==> src/rate_ref_pkg.sv <==
package rate_ref_pkg;

    // Register indices; byte address is four times the index
    localparam logic [5:0] IDX_STATUS = 6'h01;
    localparam logic [5:0] IDX_RATE = 6'h04;
    localparam logic [5:0] IDX_REF = 6'h05;

    // Values after reset
    localparam logic [7:0] RATE_RESET = 8'h14;
    localparam logic [7:0] REF_RESET = 8'h10;
    localparam logic [15:0] RATE_DSPS_RESET = 16'h00c8;

    // Field positions
    localparam int RATE_CLK_BIT = 6;
    localparam int RATE_MODE_BIT = 5;
    localparam int RATE_CODE_LSB = 0;
    localparam int REF_MON_BIT = 6;
    localparam int STATUS_FLAG_BIT = 0;

    // Rate code of the reserved setting
    localparam logic [3:0] RATE_CODE_RESERVED = 4'hf;

    // AHB constants
    localparam logic [2:0] HSIZE_WORD = 3'h2;
    localparam int HADDR_IDX_LSB = 2;

    // Output data rate in tenths of a sample per second, by rate code
    localparam logic [15:0] RATE_DSPS_TABLE [16] = '{
        16'h0019, 16'h0032, 16'h0064, 16'h00a6,
        16'h00c8, 16'h01f4, 16'h0258, 16'h03e8,
        16'h07d0, 16'h0fa0, 16'h1f40, 16'h2710,
        16'h4e20, 16'h9c40, 16'h9c40, 16'h0000
    };

endpackage : rate_ref_pkg

==> src/level_sync3.sv <==
`timescale 1ns/1ns
`default_nettype none

// Three-stage synchroniser; the output follows once stages two and three agree
module level_sync3 (
    // Clock and reset
    input wire logic sys_clk_in,
    input wire logic resetn_in,
    // Asynchronous level and its filtered copy
    input wire logic async_in,
    output logic level_out
);

    typedef struct packed {
        logic meta;
        logic mid;
        logic last;
        logic level;
    } sync_t;

    sync_t sync_reg;
    sync_t sync_next;

    // First stage feeds only the second, so metastability never reaches logic
    always_comb begin
        sync_next = sync_reg;
        sync_next.meta = async_in;
        sync_next.mid = sync_reg.meta;
        sync_next.last = sync_reg.mid;
        if (sync_reg.mid == sync_reg.last) begin
            sync_next.level = sync_reg.last; // One-cycle glitches are rejected
        end
    end

    // All stages clear on reset, so the level starts low
    always_ff @(posedge sys_clk_in or negedge resetn_in) begin
        if (!resetn_in) begin
            sync_reg <= 4'h0;
        end else begin
            sync_reg <= sync_next;
        end
    end

    // Filtered level straight from its flip-flop
    assign level_out = sync_reg.level;

endmodule : level_sync3
`default_nettype wire

==> src/rate_ref_config.sv <==
// Decided for this implementation: the AHB-Lite slave port.
`timescale 1ns/1ns
`default_nettype none

// What this block does
// - Rate register at index 04h, resets to 14h, every bit read and write.
// - Rate bit 6 picks clock: 0 internal oscillator, 1 external clock.
// - Rate bit 5 picks mode: 0 continuous, 1 single-shot conversions.
// - Rate code bits 3:0 reset to 0100 (20 SPS); code 1111 reserved.
// - Reference control register at index 05h, resets to 10h, read and write.
// - Reference bit 6 enables the external reference monitor; resets disabled.
// - Enabled monitor sets read-only low flag while reference under 0.3 V.
module rate_ref_config (
    // Clock and reset
    input wire logic sys_clk_in,
    input wire logic resetn_in,
    // AHB-Lite slave
    input wire logic hsel_in,
    input wire logic [31:0] haddr_in,
    input wire logic [1:0] htrans_in,
    input wire logic hwrite_in,
    input wire logic [2:0] hsize_in,
    input wire logic [31:0] hwdata_in,
    input wire logic hready_in,
    output logic [31:0] hrdata_out,
    output logic hreadyout_out,
    output logic hresp_out,
    // Reference comparator, asynchronous, high while reference under 0.3 V
    input wire logic ref_below_thresh_in,
    // Conversion configuration
    output logic clock_ext_sel_out,
    output logic single_shot_out,
    output logic [3:0] rate_code_out,
    output logic [15:0] rate_dsps_out,
    output logic rate_reserved_out,
    // Reference configuration and monitor
    output logic ext_ref_monitor_enable_out,
    output logic [5:0] ref_fields_out,
    output logic ext_ref_low_flag_out
);

    typedef struct packed {
        logic [7:0] rate;
        logic [7:0] refc;
        logic [15:0] rate_dsps;
        logic low_flag;
        logic pend_wr;
        logic [5:0] pend_idx;
        logic [7:0] rdata;
    } state_t;

    state_t state_reg;
    state_t state_next;
    logic below_level;
    logic addr_phase;
    logic [5:0] addr_idx;
    logic addr_in_window;

    // Comparator level crosses into the clock domain
    level_sync3 ref_sync (
        .sys_clk_in(sys_clk_in),
        .resetn_in(resetn_in),
        .async_in(ref_below_thresh_in),
        .level_out(below_level)
    );

    // Address phase decode; only the low 256 bytes hold registers
    assign addr_phase = hsel_in & htrans_in[1] & hready_in;
    assign addr_idx = haddr_in[rate_ref_pkg::HADDR_IDX_LSB +: 6];
    assign addr_in_window = (haddr_in[31:8] == 24'h000000);

    // Next state: data-phase write first, then read data from the new values
    always_comb begin
        state_next = state_reg;
        if (state_reg.pend_wr) begin
            unique case (state_reg.pend_idx)
                rate_ref_pkg::IDX_RATE: begin
                    state_next.rate = hwdata_in[7:0];
                end
                rate_ref_pkg::IDX_REF: begin
                    state_next.refc = hwdata_in[7:0];
                end
                default: begin
                    // Status is read-only; other indices ignore writes
                end
            endcase
        end
        state_next.rate_dsps = rate_ref_pkg::RATE_DSPS_TABLE[state_next.rate[3:0]];
        state_next.low_flag = state_next.refc[rate_ref_pkg::REF_MON_BIT] & below_level;
        // Capture the request; a read gets data now so it stands in the data phase
        state_next.pend_wr = addr_phase & hwrite_in & addr_in_window
            & (hsize_in == rate_ref_pkg::HSIZE_WORD);
        state_next.pend_idx = addr_idx;
        if (addr_phase & ~hwrite_in) begin
            state_next.rdata = 8'h00;
            if (addr_in_window) begin
                unique case (addr_idx)
                    rate_ref_pkg::IDX_STATUS: begin
                        state_next.rdata[rate_ref_pkg::STATUS_FLAG_BIT] = state_next.low_flag;
                    end
                    rate_ref_pkg::IDX_RATE: begin
                        state_next.rdata = state_next.rate;
                    end
                    rate_ref_pkg::IDX_REF: begin
                        state_next.rdata = state_next.refc;
                    end
                    default: begin
                        state_next.rdata = 8'h00;
                    end
                endcase
            end
        end
    end

    // State register; reset loads the documented values
    always_ff @(posedge sys_clk_in or negedge resetn_in) begin
        if (!resetn_in) begin
            state_reg.rate <= rate_ref_pkg::RATE_RESET;
            state_reg.refc <= rate_ref_pkg::REF_RESET;
            state_reg.rate_dsps <= rate_ref_pkg::RATE_DSPS_RESET;
            state_reg.low_flag <= 1'h0;
            state_reg.pend_wr <= 1'h0;
            state_reg.pend_idx <= 6'h00;
            state_reg.rdata <= 8'h00;
        end else begin
            state_reg <= state_next;
        end
    end

    // Bus answers: zero wait states, always OKAY
    assign hreadyout_out = 1'h1;
    assign hresp_out = 1'h0;
    assign hrdata_out = {24'h000000, state_reg.rdata};

    // Configuration outputs straight from register fields, except the reserved-code flag, which is a compare
    // clock source select
    assign clock_ext_sel_out = state_reg.rate[rate_ref_pkg::RATE_CLK_BIT];
    assign single_shot_out = state_reg.rate[rate_ref_pkg::RATE_MODE_BIT];
    assign rate_code_out = state_reg.rate[rate_ref_pkg::RATE_CODE_LSB +: 4];
    assign rate_dsps_out = state_reg.rate_dsps;
    // reserved code flagged; reserved bits are stored as written
    assign rate_reserved_out = (state_reg.rate[3:0] == rate_ref_pkg::RATE_CODE_RESERVED);
    assign ext_ref_monitor_enable_out = state_reg.refc[rate_ref_pkg::REF_MON_BIT];
    assign ref_fields_out = state_reg.refc[5:0];
    assign ext_ref_low_flag_out = state_reg.low_flag;

    // Write to the rate register lands one cycle after its data phase
    // rate write lands
    a_rate_write: assert property (@(posedge sys_clk_in) disable iff (!resetn_in)
        state_reg.pend_wr && state_reg.pend_idx == rate_ref_pkg::IDX_RATE
        |=> rate_code_out == $past(hwdata_in[3:0]) && hrdata_out[31:8] == 24'h000000)
        else $error("rate write lost");

    a_rate_reset: assert property (@(posedge sys_clk_in)
        !$past(resetn_in) && resetn_in |-> state_reg.rate == rate_ref_pkg::RATE_RESET)
        else $error("rate reset value wrong");

    a_rate_hold: assert property (@(posedge sys_clk_in) disable iff (!resetn_in)
        !(state_reg.pend_wr && state_reg.pend_idx == rate_ref_pkg::IDX_RATE)
        |=> $stable(state_reg.rate))
        else $error("rate changed without write");

    a_rate_read: assert property (@(posedge sys_clk_in) disable iff (!resetn_in)
        addr_phase && !hwrite_in && addr_in_window && addr_idx == rate_ref_pkg::IDX_RATE
        |=> hrdata_out == {24'h000000, state_reg.rate})
        else $error("rate read wrong");

    a_clock_select: assert property (@(posedge sys_clk_in) disable iff (!resetn_in)
        state_reg.pend_wr && state_reg.pend_idx == rate_ref_pkg::IDX_RATE
        |=> clock_ext_sel_out == $past(hwdata_in[6]))
        else $error("clock select wrong");

    a_mode_select: assert property (@(posedge sys_clk_in) disable iff (!resetn_in)
        state_reg.pend_wr && state_reg.pend_idx == rate_ref_pkg::IDX_RATE
        |=> single_shot_out == $past(hwdata_in[5]))
        else $error("mode select wrong");

    a_rate_default: assert property (@(posedge sys_clk_in) disable iff (!resetn_in)
        (rate_code_out == 4'h4 |-> rate_dsps_out == 16'h00c8)
        and (rate_code_out == 4'hf |-> rate_reserved_out && rate_dsps_out == 16'h0000))
        else $error("rate code decode wrong");

    a_rate_ends: assert property (@(posedge sys_clk_in) disable iff (!resetn_in)
        (rate_code_out == 4'h0 |-> rate_dsps_out == 16'h0019)
        and (rate_code_out == 4'he |-> rate_dsps_out == 16'h9c40))
        else $error("rate extremes wrong");

    a_ref_write: assert property (@(posedge sys_clk_in) disable iff (!resetn_in)
        (!$past(resetn_in) |-> state_reg.refc == rate_ref_pkg::REF_RESET)
        and (state_reg.pend_wr && state_reg.pend_idx == rate_ref_pkg::IDX_REF
            |=> state_reg.refc == $past(hwdata_in[7:0])))
        else $error("reference register wrong");

    a_ref_hold: assert property (@(posedge sys_clk_in) disable iff (!resetn_in)
        !(state_reg.pend_wr && state_reg.pend_idx == rate_ref_pkg::IDX_REF)
        |=> $stable(state_reg.refc))
        else $error("reference changed without write");

    a_ref_read: assert property (@(posedge sys_clk_in) disable iff (!resetn_in)
        addr_phase && !hwrite_in && addr_in_window && addr_idx == rate_ref_pkg::IDX_REF
        |=> hrdata_out == {24'h000000, state_reg.refc})
        else $error("reference read wrong");

    a_monitor_write: assert property (@(posedge sys_clk_in) disable iff (!resetn_in)
        state_reg.pend_wr && state_reg.pend_idx == rate_ref_pkg::IDX_REF
        |=> ext_ref_monitor_enable_out == $past(hwdata_in[6]))
        else $error("monitor enable write lost");

    a_monitor_off: assert property (@(posedge sys_clk_in) disable iff (!resetn_in)
        !ext_ref_monitor_enable_out |-> !ext_ref_low_flag_out)
        else $error("flag set while monitor off");

    a_low_flag: assert property (@(posedge sys_clk_in) disable iff (!resetn_in)
        ext_ref_monitor_enable_out && $past(resetn_in)
        |-> ext_ref_low_flag_out == $past(below_level))
        else $error("low flag wrong");

    a_status_read: assert property (@(posedge sys_clk_in) disable iff (!resetn_in)
        addr_phase && !hwrite_in && addr_in_window && addr_idx == rate_ref_pkg::IDX_STATUS
        |=> hrdata_out == {31'h00000000, ext_ref_low_flag_out})
        else $error("status read wrong");

endmodule : rate_ref_config
`default_nettype wire

==> config.mk <==
export PLATFORM = sky130hd
export DESIGN_NAME = rate_ref_config
export DESIGN_NICKNAME = d
export VERILOG_FILES = /design/src/rate_ref_pkg.sv /design/src/level_sync3.sv /design/src/rate_ref_config.sv
export SDC_FILE = /design/constraint.sdc
export NUM_CORES = 1
export LEC_CHECK = 0
export BUFFER_PORTS_ARGS = -buffer_cell sky130_fd_sc_hd__clkbuf_2
export CAP_MARGIN = 40
export CORE_MARGIN = 3
export CORE_UTILIZATION = 45
export DETAILED_ROUTE_END_ITERATION = 7
export GPL_ROUTABILITY_DRIVEN = 0
export PLACE_DENSITY = 0.8
export SLEW_MARGIN = 0
export SYNTH_ARGS = -nofsm -noshare
export SYNTH_HDL_FRONTEND = slang
export SYNTH_SLANG_ARGS = --single-unit
==> constraint.sdc <==
create_clock -name sys_clk_in -period 8.1 [get_ports sys_clk_in]
set_input_delay 2.43 -clock sys_clk_in [delete_from_list [all_inputs] [get_ports sys_clk_in]]
set_output_delay 2.43 -clock sys_clk_in [all_outputs]
set_load 0.01 [all_outputs]
==> results.yml <==
run_status:
  status: "finished, final reports clean"
worst_setup_path:
  cp_max_fo: 13
  worstSetupEndpoint: "rate_dsps_out[5]$_DFF_PN0_"
  critPathKind: "in -> reg"
  r2r-start: "state_reg[13]$_DFF_PN0_"
  r2r_cells: 7
  r2r-end: "rate_dsps_out[5]$_DFF_PN0_"
  cp-end-kind: "flip-flop"
  rrSetupSlack_ns: 4.48
  cp.required_ns: 8.32
  setup.worst_path.start: "hwdata_in[2]"
  cp-start-kind: "input port"
  crit_arrival_ns: 4.19
routing:
  drc_errors: 0
  wl_microns: 4812
  viasPerCell: 4.749
  initialDrtViolationCount: 67
  vias: 1667
  post_drt_wl_per_cell_microns: 13.71
  ant_nets: 0
  drtPass1Iterations: 4
yosys:
  yosysSeqAreaShare: 0.5007
  synth-seq-cells: 52
  synth-edff-count: 0
  synth_compound_area_frac: 0.09095
  yosysWarnings: 0
  synth_common_cells: "buf_4, dfrtp_1, mux2_2"
  synthSimpleGateAreaFrac: 0.09143
  synth_most_common_cell: "buf_4"
  avgSynthCellArea_sq_um: 11.67
  netlist_area_sq_um: 2614
  synthDistinctLibCells: 45
  yosys.area.top_type: "dfrtp_1"
  yosys.area.top_type_share: 0.4404
  synth_mux_area_frac: 0.07946
  synth_cells: 224
  yosys-top-cells-area: "dfrtp_1, buf_4, dfstp_2"
  synthFlopType: "dfrtp_1"
  synth-async-reset-ratio: 1.000
  synth_fa_ha_area_frac: 0.03255
  synth_top_family_by_area: "buffers and inverters"
  synth-xor-area-share: 0
clock_network:
  cts_setup_buffers: 0
  cts_buffer_depth: 2
  cts_tree: "done"
  numCtsBuffers: 5
  clock_latency_ns: 0.30
  holdBufCountCts: 0
  clock-sinks: 52
  postCtsResizedCells: 0
  htree_levels: 2
  path_clk_slew_ns: 0.09
  cts_root_buf: "clkbuf_8"
global_route:
  grt_overflow: 0
  grt_pass1_wl_microns: 7258
  antenna_found_initial: 0
  grt_max_degree: 53
  grt_usage: 0.1422
  grt_pass1_vias: 1511
floorplan:
  die_h_microns: 82.21
  start_util: 0.4689
  ios: 140
  die_w_microns: 82.21
  rows: 27
  fp.coreArea_sq_um: 5574
  fp.dieArea_sq_um: 6758
sta:
  tightest_slew_ns: 0.9506
  rsz0062_at_grt: "no"
  hold_violations: 0
  maxSlewHeadroom: 0.3481
  setup_viol: 0
  fin_skew_ns: 0.005452
  slew_viol_final: 0
  period_needed_ns: 3.968
  timing.fmax_ghz: 0.2520
  fin_crit_sh: 0.4899
  tns_ns: 0
run:
  maxCapViolCount: 0
worst_hold_path:
  hold_class: "reg -> reg"
placement:
  hpwl_microns: 3753
  portBuffers: 86
final_layout:
  nets: 359
  utilization: 0.5102
  diodes: 0
  layout-drive-gt1-share: 0.4337
  n_fill_cell: 478
  largest_reg_flops: 16
  area_delta_synth_final_pct: 8.808
pwr:
  vdd_ir_drop_max_mv: 0.09352
  p_leak_nw: 1.471
  p_per_area_nw_per_um2: 155.0
[metrics by stage]
step                      total power [mW]  worst slack [ns]  hold slack [ns]  cell area [sq um]  cells
final                               0.4409             4.132           0.3594               2844    351
after global routing                0.4595             3.983           0.3639               2844    351
after CTS                           0.4441             4.158           0.3591               2844    351
after detailed placement            0.2971             3.878           0.3385               2750    343
after global placement              0.2962             3.922           0.3370               2743    342
after floorplan                     0.2872             4.294           0.3312               2704    248
[where the power goes]
group / total [mW] / switching, mW / leakage [nW] / internal [mW]
Clock: 0.149 / 0.0795 / 0.0445 / 0.0695
Combinational: 0.0276 / 0.0169 / 0.762 / 0.0106
Sequential: 0.264 / 0.00156 / 0.664 / 0.263
Total: 0.441 / 0.0980 / 1.47 / 0.343
[final cells by class]
cell class	count	area, sq um	area share
sequential	52	1309	0.4602
clock buffer	7	86.33	0.03036
inverter	8	31.28	0.01100
clock inverter	1	7.507	0.002640
timing repair buffer	89	452.9	0.1593
multi-input combinational	122	867.1	0.3049
tap	72	90.09	0.03168
[cells in the final DEF, fill, tap and decap left out, types with 6 or more instances in the layout]
cell,synthesis,routed
dfrtp_1,46,46
o2bb2ai_1,7,7
clkbuf_2,0,86
nor4_1,7,7
conb_1,2,26
ha_1,6,6
mux2_2,12,12
inv_1,6,6
clkbuf_8,0,6
dfstp_2,6,6
[layer usage]
metal | routed length (microns) | global-route usage | up-vias
li1 | - | - | 805
met2 | 2234 | 0.2212 | 87
met5 | 0 | 0 | -
met4 | 105 | 0.05482 | 0
met3 | 519 | 0.04338 | 8
met1 | 1953 | 0.1856 | 767
[critical path, cell delays in order]
cell and delay [ns]:
clkbuf_2 0.09, mux2i_1 0.74, clkinv_2 0.41, mux2_2 0.37, mux2i_1 0.14
[logic make-up after synthesis]
group                    Yosys count
multiplexers                      18
AND/OR/NAND/NOR                   38
other                              2
AO/OA/AOI/OAI                     33
adder cells (fa/ha/maj)            7
buffers and inverters             74
flip-flops                        52
[how the worst min path moves through the flow]
stage | from | end | slack, ns | cells after the start
5_1_grt | ref_sync.sync_next[2]$_DFF_PN0_ | ref_sync.sync_next[1]$_DFF_PN0_ | 0.36 | 0
4_1_cts | ref_sync.sync_next[2]$_DFF_PN0_ | ref_sync.sync_next[1]$_DFF_PN0_ | 0.36 | 0
3_5_place_dp | ref_sync.sync_next[2]$_DFF_PN0_ | ref_sync.sync_next[1]$_DFF_PN0_ | 0.34 | 0
2_1_floorplan | ref_sync.sync_next[2]$_DFF_PN0_ | ref_sync.sync_next[1]$_DFF_PN0_ | 0.33 | 0
6_report | ref_sync.sync_next[2]$_DFF_PN0_ | ref_sync.sync_next[1]$_DFF_PN0_ | 0.36 | 0
3_3_place_gp | ref_sync.sync_next[2]$_DFF_PN0_ | ref_sync.sync_next[1]$_DFF_PN0_ | 0.34 | 0
(Power assumes the default switching activity.)
